--- config.mk ---
export PLATFORM = sky130hd
export DESIGN_NAME = ring_detect_and_cid_control
export DESIGN_NICKNAME = d
export VERILOG_FILES = /design/src/design/ring_cid_pkg.sv /design/src/design/ring_detect_and_cid_control.sv
export SDC_FILE = /design/constraint.sdc
export NUM_CORES = 1
export LEC_CHECK = 0
export ABC_AREA = 1
export BUFFER_PORTS_ARGS = -buffer_cell sky130_fd_sc_hd__buf_2
export CAP_MARGIN = 15
export CELL_PAD_IN_SITES_DETAIL_PLACEMENT = 0
export CELL_PAD_IN_SITES_GLOBAL_PLACEMENT = 1
export CORE_UTILIZATION = 25
export CTS_CLUSTER_DIAMETER = 30
export DETAILED_ROUTE_END_ITERATION = 16
export PLACE_DENSITY = 0.54
export SETUP_SLACK_MARGIN = 0.05
export SYNTH_ARGS = -nofsm -noshare
export SYNTH_HDL_FRONTEND = slang
export SYNTH_HIERARCHICAL = 1
export SYNTH_SLANG_ARGS = --single-unit
--- constraint.sdc ---
create_clock -name mclk -period 4.13 [get_ports mclk]
set_input_delay 0.6195 -clock mclk [delete_from_list [all_inputs] [get_ports mclk]]
set_output_delay 0.6195 -clock mclk [all_outputs]
set_load 0.005 [all_outputs]
--- src/design/ring_cid_pkg.sv ---
// constants, field positions and carriers for the ring detect / caller id block
// assumes one 100 MHz clock, register port strobes synchronous to it
package ring_cid_pkg;

  // clock
  localparam int unsigned MCLK_HZ = 100_000_000;

  // register offsets
  localparam logic [7:0] DETECTION_STATUS_ADDR       = 8'h03;
  localparam logic [7:0] INTERRUPT_ENABLE_ADDR       = 8'h05;
  localparam logic [7:0] RING_THRESHOLD_CONTROL_ADDR = 8'h0E;
  localparam logic [7:0] RECEIVE_BOOST_CONTROL_ADDR  = 8'h14;
  localparam logic [7:0] CALLER_ID_CONTROL_ADDR      = 8'h15;

  // field positions
  localparam int unsigned RING_EVENT_FLAG_BIT        = 0;
  localparam int unsigned RINGING_LIVE_MONITOR_BIT   = 3;
  localparam int unsigned RING_IRQ_ENABLE_BIT        = 0;
  localparam int unsigned RING_THRESHOLD_SELECT_LSB  = 0;
  localparam int unsigned RECEIVE_GAIN_BOOST_BIT     = 3;
  localparam int unsigned CALLER_ID_ROUTE_ENABLE_BIT = 4;

  // reset values
  localparam logic       RING_IRQ_ENABLE_RST = 1'h1;
  localparam logic [1:0] THRESHOLD_RST       = 2'h0;

  // threshold levels at the sense input, in millivolts peak
  localparam int unsigned THR1_MV = 150;
  localparam int unsigned THR2_MV = 300;
  localparam int unsigned THR3_MV = 450;
  // converter step, in microvolts (1.31 V over 128 codes)
  localparam int unsigned SENSE_LSB_UV = 10_230;

  // codes a magnitude must exceed; rounded up so a level never trips early
  localparam logic [6:0] THR1_CODE = 7'((THR1_MV * 1000 + SENSE_LSB_UV - 1) / SENSE_LSB_UV);
  localparam logic [6:0] THR2_CODE = 7'((THR2_MV * 1000 + SENSE_LSB_UV - 1) / SENSE_LSB_UV);
  localparam logic [6:0] THR3_CODE = 7'((THR3_MV * 1000 + SENSE_LSB_UV - 1) / SENSE_LSB_UV);

  // gain boost: 20 dB is a factor of ten in amplitude
  localparam int unsigned       BOOST_DB     = 20;
  localparam logic signed [20:0] BOOST_FACTOR = 21'sh0000A;
  localparam logic signed [20:0] SAT_HI       = 21'sh07FFF;
  localparam logic signed [20:0] SAT_LO       = -21'sh08000;

  // sample widths and buffering
  localparam int unsigned PCM_WIDTH  = 16;
  localparam int unsigned FIFO_DEPTH = 8;
  localparam int unsigned SENSE_LIN_SHIFT = 8;

  // register port request
  typedef struct packed {
    logic       wr;
    logic       rd;
    logic [7:0] addr;
    logic [7:0] wdata;
  } reg_req_t;

  // complete state of the control block
  typedef struct packed {
    logic       ring_event_flag;
    logic       ringing_live_monitor;
    logic       ring_irq_enable;
    logic [1:0] ring_threshold_select;
    logic       receive_gain_boost;
    logic       caller_id_route_enable;
    logic [7:0] rdata;
    logic       rvalid;
  } ctrl_state_t;

endpackage : ring_cid_pkg

--- src/design/ring_detect_and_cid_control.sv ---
// ring detection, ringing monitor and caller id routing with its register bank
// assumes sense samples arrive from the auxiliary converter as one-cycle strobes
// and that the pcm serialiser drains the output fifo with valid/ready
//
// Contract
// - caller id mode routes ring sense to pcm
// - caller id path gets fixed 20 dB boost
// - receive boost bit adds 20 dB gain
// - ring irq enable gates interrupt, resets set
// - ring flag latches over threshold, clears on read
// - ring flag masked only by irq enable
// - ringing monitor follows activity, cleared by read
// - threshold code selects level, zero disables
// - detection compares against programmed threshold field
`timescale 1ns/1ps

// synchronous fifo, one word per accepted handshake
module sample_fifo #(
  parameter int unsigned WIDTH = 16,
  parameter int unsigned DEPTH = 8
) (
  // clock and reset
  input  wire logic             mclk,
  input  wire logic             rstn,
  // filling side
  input  wire logic             in_valid,
  output logic                  in_ready,
  input  wire logic [WIDTH-1:0] in_data,
  // draining side
  output logic                  out_valid,
  input  wire logic             out_ready,
  output logic [WIDTH-1:0]      out_data
);
  localparam int unsigned AW = $clog2(DEPTH);
  localparam int unsigned CW = $clog2(DEPTH + 1);
  localparam logic [CW-1:0] FULL_COUNT = CW'(DEPTH);
  localparam logic [AW-1:0] LAST_SLOT  = AW'(DEPTH - 1);

  // whole fifo state in one record
  typedef struct packed {
    logic [DEPTH-1:0][WIDTH-1:0] mem;   // storage
    logic [AW-1:0]               wptr;  // next write slot
    logic [AW-1:0]               rptr;  // oldest word
    logic [CW-1:0]               count; // words held
  } fifo_state_t;

  fifo_state_t s_q;  // registered state
  fifo_state_t s_d;  // next state
  logic        push; // word accepted
  logic        pop;  // word delivered

  // handshakes; full and empty come straight from the count
  assign in_ready  = (s_q.count != FULL_COUNT);
  assign out_valid = (s_q.count != '0);
  assign out_data  = s_q.mem[s_q.rptr];
  assign push      = in_valid && in_ready;
  assign pop       = out_valid && out_ready;

  // pointer wrap, written for depths that are not powers of two
  function automatic logic [AW-1:0] bump(input logic [AW-1:0] p);
    bump = (p == LAST_SLOT) ? '0 : AW'(p + 1'b1);
  endfunction : bump

  // next state
  always_comb begin
    s_d = s_q;
    if (push) begin
      s_d.mem[s_q.wptr] = in_data;
      s_d.wptr          = bump(s_q.wptr);
    end
    if (pop) begin
      s_d.rptr = bump(s_q.rptr);
    end
    // simultaneous push and pop leave the count alone
    if (push && !pop) begin
      s_d.count = CW'(s_q.count + 1'b1);
    end else if (pop && !push) begin
      s_d.count = CW'(s_q.count - 1'b1);
    end
  end

  // state register
  always_ff @(posedge mclk or negedge rstn) begin
    if (!rstn) begin
      s_q <= '0;
    end else begin
      s_q <= s_d;
    end
  end
endmodule : sample_fifo

// control block
module ring_detect_and_cid_control (
  // clock and reset
  input  wire logic                   mclk,
  input  wire logic                   rstn,
  // register port
  input  wire ring_cid_pkg::reg_req_t reg_req,
  output logic [7:0]                  reg_rdata,
  output logic                        reg_rvalid,
  // auxiliary converter ring sense samples, ones complement
  input  wire logic [7:0]             ring_sense_sample,
  input  wire logic                   ring_sense_valid,
  output logic                        ring_sense_ready,
  // normal receive path samples, 16-bit linear
  input  wire logic [15:0]            rx_sample,
  input  wire logic                   rx_valid,
  output logic                        rx_ready,
  // pcm transmit output
  output logic [15:0]                 pcm_send_line,
  output logic                        pcm_valid,
  input  wire logic                   pcm_ready,
  // interrupt and mode status
  output logic                        ring_irq,
  output logic                        cid_active
);
  ring_cid_pkg::ctrl_state_t s_q;     // registered state
  ring_cid_pkg::ctrl_state_t s_d;     // next state
  logic                      detect;  // sample above threshold
  logic                      st_read; // status register read
  logic [15:0]               sense_lin; // ring sense as linear pcm
  logic [15:0]               src_word;  // selected source word
  logic [15:0]               fifo_word; // word after receive boost
  logic                      fifo_in_valid;
  logic                      fifo_in_ready;

  // magnitude of a ones complement sample
  function automatic logic [6:0] sense_mag(input logic [7:0] x);
    sense_mag = x[7] ? ~x[6:0] : x[6:0];
  endfunction : sense_mag

  // code to exceed for a threshold setting
  function automatic logic [6:0] thr_code(input logic [1:0] sel);
    case (sel)
      2'h1:    thr_code = ring_cid_pkg::THR1_CODE;
      2'h2:    thr_code = ring_cid_pkg::THR2_CODE;
      default: thr_code = ring_cid_pkg::THR3_CODE;
    endcase
  endfunction : thr_code

  // fixed 20 dB boost with saturation; clipping beats wrap-around on loud rings
  function automatic logic [15:0] boost(input logic [15:0] x);
    logic signed [20:0] p;
    p = 21'($signed(x)) * ring_cid_pkg::BOOST_FACTOR;
    if (p > ring_cid_pkg::SAT_HI) begin
      boost = 16'h7FFF;
    end else if (p < ring_cid_pkg::SAT_LO) begin
      boost = 16'h8000;
    end else begin
      boost = p[15:0];
    end
  endfunction : boost

  // threshold compare; code zero turns detection off
  assign detect = ring_sense_valid && (s_q.ring_threshold_select != 2'h0) &&
                  (sense_mag(ring_sense_sample) >
                   thr_code(s_q.ring_threshold_select));
  assign st_read = reg_req.rd && (reg_req.addr == ring_cid_pkg::DETECTION_STATUS_ADDR);

  // ring sense scaled into the linear pcm range, sign restored
  assign sense_lin = ring_sense_sample[7] ?
                     16'(-({9'h000, sense_mag(ring_sense_sample)}
                           << ring_cid_pkg::SENSE_LIN_SHIFT)) :
                     16'({9'h000, sense_mag(ring_sense_sample)}
                         << ring_cid_pkg::SENSE_LIN_SHIFT);

  // source select: caller id replaces the receive path entirely
  assign src_word  = s_q.caller_id_route_enable ? boost(sense_lin)
                                                : rx_sample;
  assign fifo_word = s_q.receive_gain_boost ? boost(src_word) : src_word;
  assign fifo_in_valid = s_q.caller_id_route_enable ? ring_sense_valid : rx_valid;
  // disconnected receive path is drained and dropped so its source never hangs
  assign rx_ready         = s_q.caller_id_route_enable ? 1'b1 : fifo_in_ready;
  // the converter cannot stall; in caller id mode a full fifo shows here and the sample is lost, otherwise ready stays high
  assign ring_sense_ready = s_q.caller_id_route_enable ? fifo_in_ready : 1'b1;

  // next state: reads, clear-on-read, detection, writes
  always_comb begin
    s_d        = s_q;
    s_d.rvalid = 1'b0;
    // read decode
    if (reg_req.rd) begin
      s_d.rvalid = 1'b1;
      s_d.rdata  = 8'h00;
      if (reg_req.addr == ring_cid_pkg::DETECTION_STATUS_ADDR) begin
        s_d.rdata[ring_cid_pkg::RING_EVENT_FLAG_BIT]      = s_q.ring_event_flag;
        s_d.rdata[ring_cid_pkg::RINGING_LIVE_MONITOR_BIT] = s_q.ringing_live_monitor;
      end else if (reg_req.addr == ring_cid_pkg::INTERRUPT_ENABLE_ADDR) begin
        s_d.rdata[ring_cid_pkg::RING_IRQ_ENABLE_BIT] = s_q.ring_irq_enable;
      end else if (reg_req.addr == ring_cid_pkg::RING_THRESHOLD_CONTROL_ADDR) begin
        s_d.rdata[ring_cid_pkg::RING_THRESHOLD_SELECT_LSB +: 2] = s_q.ring_threshold_select;
      end else if (reg_req.addr == ring_cid_pkg::CALLER_ID_CONTROL_ADDR) begin
        s_d.rdata[ring_cid_pkg::CALLER_ID_ROUTE_ENABLE_BIT] = s_q.caller_id_route_enable;
      end
      // boost register is write-only and unmapped addresses read zero
    end
    // status read clears both bits
    if (st_read) begin
      s_d.ring_event_flag      = 1'b0;
      s_d.ringing_live_monitor = 1'b0;
    end
    // monitor tracks each new sample; a new event beats a same-cycle read
    if (ring_sense_valid) begin
      s_d.ringing_live_monitor = detect;
    end
    if (detect) begin
      s_d.ring_event_flag = 1'b1;
    end
    // write decode
    if (reg_req.wr) begin
      if (reg_req.addr == ring_cid_pkg::INTERRUPT_ENABLE_ADDR) begin
        s_d.ring_irq_enable = reg_req.wdata[ring_cid_pkg::RING_IRQ_ENABLE_BIT];
      end else if (reg_req.addr == ring_cid_pkg::RING_THRESHOLD_CONTROL_ADDR) begin
        s_d.ring_threshold_select =
          reg_req.wdata[ring_cid_pkg::RING_THRESHOLD_SELECT_LSB +: 2];
      end else if (reg_req.addr == ring_cid_pkg::RECEIVE_BOOST_CONTROL_ADDR) begin
        s_d.receive_gain_boost = reg_req.wdata[ring_cid_pkg::RECEIVE_GAIN_BOOST_BIT];
      end else if (reg_req.addr == ring_cid_pkg::CALLER_ID_CONTROL_ADDR) begin
        s_d.caller_id_route_enable =
          reg_req.wdata[ring_cid_pkg::CALLER_ID_ROUTE_ENABLE_BIT];
      end
    end
  end

  // state register with documented reset values
  always_ff @(posedge mclk or negedge rstn) begin
    if (!rstn) begin
      s_q                        <= '0;
      s_q.ring_irq_enable        <= ring_cid_pkg::RING_IRQ_ENABLE_RST;
      s_q.ring_threshold_select  <= ring_cid_pkg::THRESHOLD_RST;
    end else begin
      s_q <= s_d;
    end
  end

  // outputs
  assign reg_rdata  = s_q.rdata;
  assign reg_rvalid = s_q.rvalid;
  assign ring_irq   = s_q.ring_event_flag && s_q.ring_irq_enable;
  assign cid_active = s_q.caller_id_route_enable;

  // eight-word buffer ahead of the pcm serialiser
  sample_fifo #(
    .WIDTH (ring_cid_pkg::PCM_WIDTH),
    .DEPTH (ring_cid_pkg::FIFO_DEPTH)
  ) u_fifo (
    .mclk      (mclk),
    .rstn      (rstn),
    .in_valid  (fifo_in_valid),
    .in_ready  (fifo_in_ready),
    .in_data   (fifo_word),
    .out_valid (pcm_valid),
    .out_ready (pcm_ready),
    .out_data  (pcm_send_line)
  );
endmodule : ring_detect_and_cid_control

-- After elaboration in Yosys (flattened, before gate mapping)
Index checks and enable logic that the tools add are counted.
- bits in registers: 150
- input bits: 47
- output and inout bits: 30
- logic and storage cells: 103
- add/sub/neg operators: 5
- multipliers: 2
- magnitude comparators: 8
- eq/ne operators: 10
- multiplexer cells: 35
- bitwise logic cells: 4
- reduce and logical (&&, ||, !) cells: 20
- operator list (kind ; count):
    $mux W16 ; 9
    $bwmux W128 ; 1
    $bmux W16 S3 ; 1
    $demux W16 S3 ; 1
    $gt A21 B16 Y1 const B ; 2
    $lt A21 B16 Y1 const B ; 2
    $mul A16 B4 Y20 const B ; 2
    $eq A8 B5 Y1 const B ; 2
    $neg A15 Y16 ; 1
    $mux W1 ; 15
    $pmux W6 S2 ; 1
    $logic_and A1 B1 Y1 ; 9
    $eq A8 B2 Y1 const B ; 1
    $eq A8 B3 Y1 const B ; 1
    $eq A8 B4 Y1 const B ; 1
    $lt A3 B4 Y1 const B ; 2
    $mux W4 ; 2
    $reduce_bool A2 Y1 ; 4
    $gt A7 B7 Y1 ; 1
    $mux W7 ; 1
    $not A7 Y7 ; 1
    $add A3 B1 Y3 const B ; 2
    $eq A3 B3 Y1 const B ; 2
    $mux W3 ; 2
    14 further kinds ; 18

-- Logic depth before layout (Yosys ltp)
Gate-level depths: netlist of the first run.
- depth after elaboration: 15
- mapped depth: 48

-- Hierarchy
The synthesis of the first run kept the hierarchy.
- by module, submodules not included (module ; instances ; cells an instance ; area an instance (sq um) ; sequential area each (sq um)):
    sample_fifo ; 1 ; 1092 ; 7699.9 ; 3453.3
    ring_detect_and_cid_control ; 1 ; 527 ; 3373.2 ; 301.5

-- Worst setup path before layout of the first run
OpenSTA, ideal clock, no wires.
- path kind: input -> register
- start point: input port ring_sense_sample[7]
- end point: register u_fifo/s_q[104] (netlist bit)
- setup time: 0.066 ns
- data arrival time: 5.647 ns
- required time: 4.064 ns
- slack: -1.583 ns
- stages: 43
- buffers on the path: 4
- cells stage by stage: buf_6 inv_4 nand2_1 nand2_2 nand2_2 nor2_4 nand2_1 nor2_1 nand2_1 xor2_1 ha_1 ha_1 inv_1 nand2_1 nand3_1 nand2_1 inv_2 nand2_1 (+7 left out) ha_1 a21oi_1 nor2_1 nor2_1 nand3_1 nand2_1 nand2_1 nand2_1 nand2_1 nor2_2 nand2_4 nand2_4 buf_12 nand3_2 nand3_1 clkbuf_2 nand4_1 nand2_1
- word-level cells in the longest chain between the ends: 14
- elaborated cells on any way between the ends: 16
- classes of those cells: add/sub (1); mul (2); order compare (4); mux (9)
- ends and longest elaborated chain (element ; line ; source):
    start, declared ; ring_detect_and_cid_control.sv:102 ; input wire logic [7:0] ring_sense_sample,
    $mux W7 ; ring_detect_and_cid_control.sv:129 ; sense_mag = x[7] ? ~x[6:0] : x[6:0];
    $neg A15 Y16 ; ring_detect_and_cid_control.sv:162 ; 16'(-({9'h000, sense_mag(ring_sense_sample)}
    $mux W16 (*) ; ring_detect_and_cid_control.sv:161 ; assign sense_lin = ring_sense_sample[7] ?
    $mul A16 B4 Y20 (*) ; ring_detect_and_cid_control.sv:144 ; p = 21'($signed(x)) * ring_cid_pkg::BOOST_FACTOR;
    $lt A21 B16 Y1 ; ring_detect_and_cid_control.sv:147 ; end else if (p < ring_cid_pkg::SAT_LO) begin
    $mux W16 ; ring_detect_and_cid_control.sv:147 ;
    $mux W16 (*) ; ring_detect_and_cid_control.sv:145 ; if (p > ring_cid_pkg::SAT_HI) begin
    $mux W16 (*) ; ring_detect_and_cid_control.sv:168 ; assign src_word = s_q.caller_id_route_enable ? boost(sense_lin)
    $mul A16 B4 Y20 ; ring_detect_and_cid_control.sv:144 ;
    $lt A21 B16 Y1 ; ring_detect_and_cid_control.sv:147 ;
    $mux W16 ; ring_detect_and_cid_control.sv:147 ;
    $mux W16 ; ring_detect_and_cid_control.sv:145 ;
    $mux W16 (*) ; ring_detect_and_cid_control.sv:170 ; assign fifo_word = s_q.receive_gain_boost ? boost(src_word) : src_word;
    net fifo_word[14] ; ring_detect_and_cid_control.sv:123 ; logic [15:0] fifo_word;
    $bwmux W128 (*) ; ring_detect_and_cid_control.sv:68 ; s_d.mem[s_q.wptr] = in_data;
    end signal, assigned ; ring_detect_and_cid_control.sv:85 ; s_q <= '0;
    end signal, assigned ; ring_detect_and_cid_control.sv:87 ; s_q <= s_d;
    end, declared ; ring_detect_and_cid_control.sv:47 ; fifo_state_t s_q;
The timed path passes the listed nets; every way through them passes the cells marked *.
A chain may end at the register's enable or synchronous reset.

-- Worst setup path after layout of the first run
- start point: input port ring_sense_sample[7]
- end point: register u_fifo/s_q[131] (netlist bit)
Same word-level chain as after synthesis.

==> run summary, run 1 <==
status = finished with violations
failing checks = negative setup slack
PD cells = 665 nW/um^2
total of warnings raised by yosys = 6
Placed Instance Area = 12900 sq um
die height = 212 um
clk sinks = 150
overall routing resource usage = 0.179
vias in the first global route = 10800
DRC violations left = 0
HPWL Detailed = 26000 um
pre-CTS setup slack = -2.10 ns
Via Count = 10800
die width = 212 um
Worst Setup SP = ring_sense_sample[7]
antenna diode count = 0
Largest stage delay, worst path = 0.29 ns
Max FO, Critical Path = 8
Ports = 77
top cells by count, synth = nand2_1 (649), nor2_1 (170), dfrtp_1 (149)
Hold-fix buffers, CTS = 0
first-pass GRT wire length = 62300 um
wire per inst = 16.6 um
area leader, netlist = dfrtp_1
gpl congestion = 0.835
register area share after synthesis = 0.339
crit path DAT = 5.63 ns
DRT antenna net count = 0
Placed Cells = 2305
asr flop ratio synth = 1.00
worst hold path type = input port to asynchronous set/reset pin
antenna violations before repair = 0
wirelength, routed = 39200 um
Post-Syn Area = 11100 sq um
clk buf depth = 2
Layout area overhead = 31.7%
clock latency on the worst-skew pair = 0.44 ns
I/O Buffers = 68
Final Max Tran Viols = 0
synthesized flop and latch total = 150
DIE AREA = 45100 sq um
first-pass iteration count of the detailed router = 5
Synth area leaders = dfrtp_1 (34%), nand2_1 (22%), nand4_1 (7.7%)
Pwr Total = 9.70 mW
Netlist cell types = 52
post-layout util = 0.336
Clock Skew = 0.0115 ns
crit path time final = 5.31 ns
Slew HR = 0.372
Avg Vias per Cell = 4.59
CP max-delay cell = ha_4
CTS buffer count = 17
H-Tree Level Count = 4
Final Cell Area = 14600 sq um
Clk pin slew, worst setup/hold paths = 0.06 ns
Final Hold Vio Count = 0
worst hold slack = 0.294 ns
final setup vio count = 128
grt ovf = 0
setup ws final = -1.18 ns
row cnt = 76
WS Path Type = input port to flop
Starting Density = 0.255
Post-synth EDFFs = 0
layout cells sized above 1 = 0.271
nets@finish = 1864
setup_tns = -141.80 ns
CTS tree = done
highest clock rate = 0.188 GHz
VDD IR-drop max = 0.269 mV
Synth Flop Type = dfrtp_1
CP Launch Type = input port
Synth Instances = 1619
Setup crit end kind = flop
CP Data Required Time = 4.45 ns
worst slew pin tran = 0.942 ns
core area = 43400 sq um
post-synth top area share = 0.337
largest net degree at the start of global routing = 118
Pleak = 7.53 nW
RSZ-0062 raised after global routing = yes
final cell count without fillers = 2363
top-count cell post-synth = nand2_1
Mean Syn Cell Area = 6.84 sq um
Max Cap Violations = 0
fin crit share = 1.28
most frequent CP cell = nand2_4
Reg2Reg Launch Point = cid_active$_DFFE_PN0P_
root buffer cell = clkbuf_16
initial drt markers = 688
[worst max-delay path: cells and delay by family]
kind | cells | cell delay, ns
compound gates | 1 | 0.22
xor+xnor | 1 | 0.22
simple gates | 29 | 2.82
fa+ha+maj | 4 | 1.03
buf+inv | 7 | 0.65
[cell type report]
type                       count  area (sq um)
sequential                   150          3760
timing repair buffer         228          1740
fill                        4756         28800
clock inverter                15           130
inverter                     146           573
multi-input combinational   1222          7220
tap                          585           732
clock buffer                  17           425
[final timing paths]
kind                            slack (ns)                          end  cells past startpoint
min in group mclk                     0.31         reg_rvalid$_DFF_PN0_                      1
max in group asynchronous             2.94          s_q[13]$_DFFE_PN1P_                      2
worst min-delay path                  0.29   u_fifo/s_q[39]$_DFFE_PN0P_                      1
worst min register to register        0.47   u_fifo/s_q[21]$_DFFE_PN0P_                      2
worst max-delay path                 -1.18  u_fifo/s_q[131]$_DFFE_PN0P_                     42
worst max register to register        0.41  u_fifo/s_q[131]$_DFFE_PN0P_                     22
[cell families (layout without fill, tap and decap cells)]
group,Yosys count,count (layout),share of synthesized area
XOR/XNOR,18,18,0.0156
AND/OR/NAND/NOR,1086,1088,0.447
buffers and inverters,252,406,0.104
flip-flops,150,150,0.339
other,1,4,0.000339
AO/OA/AOI/OAI,60,60,0.0334
adder cells (fa/ha/maj),52,52,0.0608
[layout by cell type, fill, tap and decap left out, drive strengths merged]
| cell | n |
|---|---|
| o21ai | 23 |
| nand2 | 671 |
| a21boi | 6 |
| or2 | 11 |
| a31o | 1 |
| buf | 228 |
| fa | 3 |
| dfstp | 1 |
| o31ai | 2 |
| inv | 145 |
| bufinv | 1 |
| xor2 | 13 |
| nand4 | 136 |
| o2111ai | 1 |
| dfrtp | 149 |
| clkbuf | 17 |
| a21o | 2 |
| nor3 | 6 |
| nor2 | 179 |
| nor4 | 3 |
| clkinv | 12 |
| a21oi | 22 |
| xnor2 | 5 |
| conb | 4 |
| nand3 | 80 |
| ha | 49 |
| a22o | 1 |
| a31oi | 1 |
| a211oi | 1 |
| clkinvlp | 3 |
| and2 | 2 |
[flip-flops by register name, indices dropped and copies added (netlist names)]
register and cells:
u_fifo/s_q 138, s_q 6, reg_rdata 4, cid_active 1, reg_rvalid 1
[per-layer routing]
metal,global-route usage,vias to the layer above,wire [um]
li1,-,5430,-
met1,0.245,5217,18800
met2,0.301,165,18900
met3,0.0188,28,981
met4,0.0402,0,529
met5,0,-,0
[power by group]
part           leakage, nW  internal (mW)  switching, mW
clock network        0.269          0.830          0.693
registers             1.87           2.10          0.505
logic                 5.39           2.14           3.43
[repair_timing]
action / in CTS / in global routing
cloned: 3 / 0
pin swaps: 135 / 87
setup buffers: 15 / 8
gates resized for setup: 93 / 75
endpoints found under the setup margin: 128 / 128
Power figures use the tool's default switching activity.
==> run 2: changes to the inputs <==
--- a/config.mk
+++ b/config.mk
@@ -10,8 +10,10 @@
 export CAP_MARGIN = 15
 export CELL_PAD_IN_SITES_DETAIL_PLACEMENT = 0
 export CELL_PAD_IN_SITES_GLOBAL_PLACEMENT = 1
+export CORE_ASPECT_RATIO = 1.1
 export CORE_UTILIZATION = 25
 export CTS_CLUSTER_DIAMETER = 30
+export CTS_CLUSTER_SIZE = 8
 export DETAILED_ROUTE_END_ITERATION = 16
 export PLACE_DENSITY = 0.54
 export SETUP_SLACK_MARGIN = 0.05
==> run summary, run 2 (same netlist as run 1, synthesis figures left out) <==
final setup vio count = 128 (unchanged)
Largest stage delay, worst path = 0.32 ns (+0.03 ns)
most frequent cells in the layout = nand2_1 (606), nor2_1 (155), dfrtp_1 (148)
DIE AREA = 45100 sq um (about the same)
antenna violations before repair = 0 (unchanged)
Avg Vias per Cell = 4.55 (-0.85%)
crit path time final = 5.27 ns (-0.0334 ns)
Final Cell Area = 14500 sq um (-0.51%)
setup_tns = -141.67 ns (+0.136 ns)
P_sw = 4.44 mW (-4.2%)
clock latency on the worst-skew pair = 0.44 ns (about the same)
die width = 203 um (-4.6%)
CP Launch Type = input port
PD cells = 666 nW/um^2 (+0.12%)
largest net degree at the start of global routing = 138 (+17%)
crit path DAT = 5.65 ns (+0.02 ns)
Reg2Reg Launch Point = cid_active$_DFFE_PN0P_
worst hold path type = input port to asynchronous set/reset pin
HPWL Detailed = 24500 um (-5.6%)
setup slack, reg-to-reg = 0.49 ns (+0.08 ns)
Setup crit end kind = flop
layout cells sized above 1 = 0.261 (-0.00988)
Worst R2R Path Depth = 22 (unchanged)
first-pass GRT wire length = 58500 um (-6.1%)
status = finished with violations
Slew HR = 0.258 (-0.114)
H-Tree Level Count = 4 (unchanged)
Hold-fix buffers, CTS = 0 (unchanged)
Placed Instance Area = 12900 sq um (-0.16%)
most frequent CP cell = nand2_2
gpl congestion = 0.808 (-3.2%)
CP Data Required Time = 4.51 ns (+0.06 ns)
root buffer cell = clkbuf_16
commonest non-fill, non-tap cell in the layout = nand2_1
Top reg by flops = u_fifo/s_q
Bufs and invs on worst path = 7 (unchanged)
clock share of power = 0.162 (+0.005)
cell family with most CP delay = simple AND/OR/NAND/NOR gates
Final Hold Vio Count = 0 (unchanged)
Ports = 77 (unchanged)
die height = 223 um (+4.8%)
Pleak = 7.47 nW (-0.72%)
WS Path Type = input port to flop
fin crit share = 1.28 (-0.00810)
pre-CTS setup slack = -1.98 ns (+0.119 ns)
Comb pwr share = 0.571 (-0.003)
clk buf depth = 2 (unchanged)
wire per inst = 15.5 um (-6.4%)
overall routing resource usage = 0.165 (-0.0139)
setup ws final = -1.14 ns (+0.0334 ns)
number of flip-flops under the largest register name = 138 (unchanged)
highest clock rate = 0.190 GHz (+0.63%)
row cnt = 80 (+5.3%)
wirelength, routed = 36300 um (-7.5%)
CTS buffer count = 17 (unchanged)
Clk pin slew, worst setup/hold paths = 0.06 ns (about the same)
CTS tree = done
nets@finish = 1848 (-0.86%)
VDD IR-drop max = 0.270 mV (+0.11%)
switching part of the total power = 0.459 (-0.0181)
post-layout util = 0.333 (-0.00309)
Max FO, Critical Path = 8 (unchanged)
Final Max Tran Viols = 0 (unchanged)
grt ovf = 0 (unchanged)
first-pass iteration count of the detailed router = 5 (unchanged)
Max Cap Violations = 0 (unchanged)
DRC violations left = 0 (unchanged)
clk sinks = 150 (unchanged)
I/O Buffers = 68 (unchanged)
Critical R2R Capture = u_fifo/s_q[64]$_DFFE_PN0P_
Via Count = 10600 (-2.0%)
core area = 43500 sq um (+0.42%)
worst slew pin tran = 1.11 ns (+0.170 ns)
failing checks = negative setup slack
Power Internal = 5.22 mW (+3.1%)
Clock Skew = 0.00644 ns (-0.00505 ns)
vias in the first global route = 10300 (-4.3%)
DRT antenna net count = 0 (unchanged)
antenna diode count = 0 (unchanged)
Layout area overhead = 31.0%
Starting Density = 0.254 (-0.00106)
Flop pwr share = 0.268 (about the same)
fill cell count = 4721 (-0.74%)
RSZ-0062 raised after global routing = yes
initial drt markers = 774 (+13%)
CP max-delay cell = ha_4
-- run 2: layout make-up --
cell class | instances | area, sq um | share of cell area
sequential | 150 | 3760 | 0.259
clock inverter | 3 | 65.1 | 0.00449
clock buffer | 28 | 507 | 0.0349
tap | 574 | 718 | 0.0495
timing repair buffer | 212 | 1670 | 0.115
inverter | 146 | 563 | 0.0388
multi-input combinational | 1222 | 7230 | 0.498
-- run 2: how the worst max path moves through the flow --
stage	to	from	cells past startpoint
2_1_floorplan	u_fifo/s_q[104]$_DFFE_PN0P_	ring_sense_sample[7]	45
3_3_place_gp	u_fifo/s_q[35]$_DFFE_PN0P_	ring_sense_sample[7]	38
3_5_place_dp	u_fifo/s_q[131]$_DFFE_PN0P_	ring_sense_sample[7]	38
6_report	u_fifo/s_q[95]$_DFFE_PN0P_	ring_sense_sample[7]	40
4_1_cts	u_fifo/s_q[64]$_DFFE_PN0P_	ring_sense_sample[7]	41
5_1_grt	u_fifo/s_q[103]$_DFFE_PN0P_	ring_sense_sample[7]	40
-- run 2: through the flow --
stage / std cells / total power [mW] / hold slack [ns]
global route: 2335 / 10.6 / 0.310
floorplan: 1622 / 6.04 / 0.324
global placement: 2283 / 7.64 / 0.454
detailed placement: 2283 / 7.66 / 0.458
finish: 2335 / 9.66 / 0.256
CTS: 2330 / 9.61 / 0.290
-- run 2: power groups by stage --
stage          sequential [mW]  clock, mW  combinational (mW)
6_report                  2.58       1.56                5.52
5_1_grt                   2.69       1.67                6.25
4_1_cts                   2.59       1.62                5.40
3_5_place_dp              2.61          0                5.06
3_3_place_gp              2.60          0                5.04
2_1_floorplan             2.38          0                3.65
-- run 2: repair_timing --
action                     in CTS  in global routing
gates cloned                    2                  0
setup endpoints to repair     128                128
resized for setup              99                 67
setup buffers                  14                  5
pin swaps                      91                124
-- run 2: routing by layer --
metal,vias up,GRT usage,share of wire
met2,166,0.276,0.48
met4,0,0.0429,0.014
li1,5395,-,-
met5,-,0,0
met1,5030,0.224,0.47
met3,29,0.0185,0.029
-- run 2: worst reg2reg max path: stages (launching register included) --
cell and delay [ns]:
dfrtp_1 0.51, inv_1 0.27, buf_4 0.24, nand2_1 0.16, nand2_8 0.07, ha_4 0.27, ha_4 0.13, inv_2 0.03
fa_2 0.35, inv_2 0.07, nand4_1 0.08, nand2_2 0.10, nand2_2 0.06, nand2_2 0.08, buf_6 0.12, nand2_8 0.07
xnor2_4 0.21, nand3_4 0.13, buf_12 0.20, nand3_4 0.09, buf_12 0.13, nand4_1 0.09, nand2_1 0.10
==> run 3: changes to the inputs <==
==> constraint.sdc (replaced) <==
create_clock -name mclk -period 5.8 [get_ports mclk]
set_input_delay 0.87 -clock mclk [delete_from_list [all_inputs] [get_ports mclk]]
set_output_delay 0.87 -clock mclk [all_outputs]
set_load 0.005 [all_outputs]
==> run summary, run 3 (same netlist as run 1, synthesis figures left out) <==
status = finished, final reports clean
first-pass GRT wire length = 56900 um (-2.8%)
setup_tns = 0 ns (+141.67 ns)
Layout area overhead = 30.4%
Worst R2R Path Depth = 25 (+14%)
Power Internal = 3.72 mW (-29%)
Final Max Tran Viols = 0 (unchanged)
DRT antenna net count = 0 (unchanged)
layout cells sized above 1 = 0.267 (+0.00541)
Reg2Reg Launch Point = cid_active$_DFFE_PN0P_
Slew HR = 0.352 (+0.0941)
H-Tree Level Count = 4 (unchanged)
DIE AREA = 45100 sq um (unchanged)
VDD IR-drop max = 0.219 mV (-19%)
met3 wire length = 862 um (-18%)
I/O Buffers = 68 (unchanged)
Setup crit end kind = flop
wirelength, routed = 35200 um (-2.9%)
CTS tree = done
commonest non-fill, non-tap cell in the layout = nand2_1
clock share of power = 0.176 (+0.014)
antenna diode count = 0 (unchanged)
gpl congestion = 0.769 (-4.9%)
Flop pwr share = 0.274 (+0.006)
most frequent cells in the layout = nand2_1 (599), nor2_1 (157), dfrtp_1 (148)
setup slack, reg-to-reg = 1.75 ns (+1.26 ns)
overall routing resource usage = 0.159 (-0.00600)
DRC violations left = 0 (unchanged)
Pleak = 7.44 nW (-0.48%)
Via Count = 10600 (-0.60%)
WS Path Type = input port to flop
clk buf depth = 2 (unchanged)
Starting Density = 0.254 (unchanged)
Met2 Wirelength = 16800 um (-3.9%)
Clk pin slew, worst setup/hold paths = 0.06 ns (about the same)
clock latency on the worst-skew pair = 0.44 ns (about the same)
worst slew pin tran = 0.969 ns (-0.143 ns)
nets@finish = 1845 (-0.16%)
Largest stage delay, worst path = 0.30 ns (-0.02 ns)
CP max-delay cell = ha_4
root buffer cell = clkbuf_16
Critical R2R Capture = u_fifo/s_q[30]$_DFFE_PN0P_
grt ovf = 0 (unchanged)
fill cell count = 4742 (+0.44%)
post-layout util = 0.332 (-0.00164)
worst hold path type = input port to asynchronous set/reset pin
core area = 43500 sq um (unchanged)
number of flip-flops under the largest register name = 138 (unchanged)
CP Launch Type = input port
wire per inst = 15.1 um (-2.8%)
top sig layer = met4
Top reg by flops = u_fifo/s_q
CP Data Required Time = 6.12 ns (+1.61 ns)
antenna violations before repair = 0 (unchanged)
largest net degree at the start of global routing = 138 (unchanged)
Final Hold Vio Count = 0 (unchanged)
die height = 223 um (unchanged)
Ports = 77 (unchanged)
multi-input logic area = 7150 sq um (-1.1%)
highest clock rate = 0.178 GHz
CTS buffer count = 17 (unchanged)
Comb pwr share = 0.550 (-0.021)
WL met1 = 17100 um (-0.70%)
most frequent CP cell = nand2_4
sequential cell area = 3760 sq um (unchanged)
initial drt markers = 673 (-13%)
switching part of the total power = 0.455 (-0.00469)
Avg Vias per Cell = 4.52 (-0.52%)
P_sw = 3.10 mW (-30%)
crit path DAT = 5.95 ns (+0.30 ns)
HPWL Detailed = 23000 um (-6.1%)
first-pass iteration count of the detailed router = 7 (+2)
RSZ-0062 raised after global routing = yes
Hold-fix buffers, CTS = 0 (unchanged)
Pwr Total = 6.81 mW (-29%)
crit path time final = 5.63 ns
PD cells = 472 nW/um^2 (-29%)
die width = 203 um (unchanged)
final setup vio count = 0 (-100%)
Max Cap Violations = 0 (unchanged)
row cnt = 80 (unchanged)
vias in the first global route = 10300 (-0.19%)
fin crit share = 0.971
Max FO, Critical Path = 8 (unchanged)
Clock Skew = 0.0109 ns (+0.00448 ns)
clk sinks = 150 (unchanged)
run 3: cell count changes in the layout (fill, tap and decap cells not counted), moves of 4 or more:
cell,before,now
nand3_2,26,31
nor2_2,14,9
nand2_8,6,1
o21ai_1,7,3
nand2_1,606,599
nand2_4,24,29
clkbuf_1,7,3
buf_12,15,10
nand2_2,35,41
nand3_4,23,14
run 3: repair_timing:
item	4_1_cts	5_1_grt
endpoints found under the setup margin	128	128
gates resized for setup	46	152
pin swaps	12	82
gates cloned	0	1
buffers inserted	3	10
run 3: per-layer routing:
metal	track usage	vias to the layer above
met5	0	-
met4	0.0439	0
met3	0.0166	28
met2	0.264	154
met1	0.217	4989
li1	-	5385
run 3: worst max-delay path by stage:
stage	from	end	slack, ns
2_1_floorplan	ring_sense_sample[7]	u_fifo/s_q[104]$_DFFE_PN0P_	0.05
3_3_place_gp	ring_sense_sample[7]	u_fifo/s_q[39]$_DFFE_PN0P_	-0.67
3_5_place_dp	ring_sense_sample[7]	u_fifo/s_q[30]$_DFFE_PN0P_	-0.76
4_1_cts	ring_sense_sample[7]	u_fifo/s_q[11]$_DFFE_PN0P_	0.04
5_1_grt	ring_sense_sample[7]	u_fifo/s_q[30]$_DFFE_PN0P_	-0.13
6_report	ring_sense_sample[7]	u_fifo/s_q[30]$_DFFE_PN0P_	0.17
run 3: critical path, delay by kind of cell:
| kind | cells | cell delay (ns) |
|---|---|---|
| buffers and inverters | 10 | 1.06 |
| AOI/OAI and AO/OA | 3 | 0.34 |
| adders and majority gates | 4 | 1.05 |
| xor gates and xnor gates | 1 | 0.20 |
| and+or+nand+nor | 25 | 2.39 |
run 3: final cells by class:
type,count,area share
multi-input combinational,1220,0.495
sequential,150,0.260
timing repair buffer,211,0.112
tap,574,0.0498
inverter,146,0.0394
clock buffer,23,0.0331
clock inverter,9,0.0103
run 3: power by group through the flow:
| stage | clock (mW) | sequential (mW) | combinational [mW] |
|---|---|---|---|
| 2_1_floorplan | 0 | 1.70 | 2.48 |
| 3_3_place_gp | 0 | 1.87 | 3.40 |
| 3_5_place_dp | 0 | 1.88 | 3.43 |
| 4_1_cts | 1.24 | 1.87 | 3.56 |
| 5_1_grt | 1.28 | 1.94 | 4.28 |
| 6_report | 1.20 | 1.87 | 3.75 |
run 3: stage by stage:
stage / instance area, sq um / cells / worst slack (ns) / hold WS (ns)
floorplan: 11200 / 1622 / 0.0529 / 0.442
global placement: 12700 / 2289 / -0.668 / 0.453
detailed placement: 12700 / 2289 / -0.758 / 0.458
CTS: 13700 / 2324 / 0.0443 / 0.473
global route: 14400 / 2333 / -0.135 / 0.482
finish: 14400 / 2333 / 0.170 / 0.461
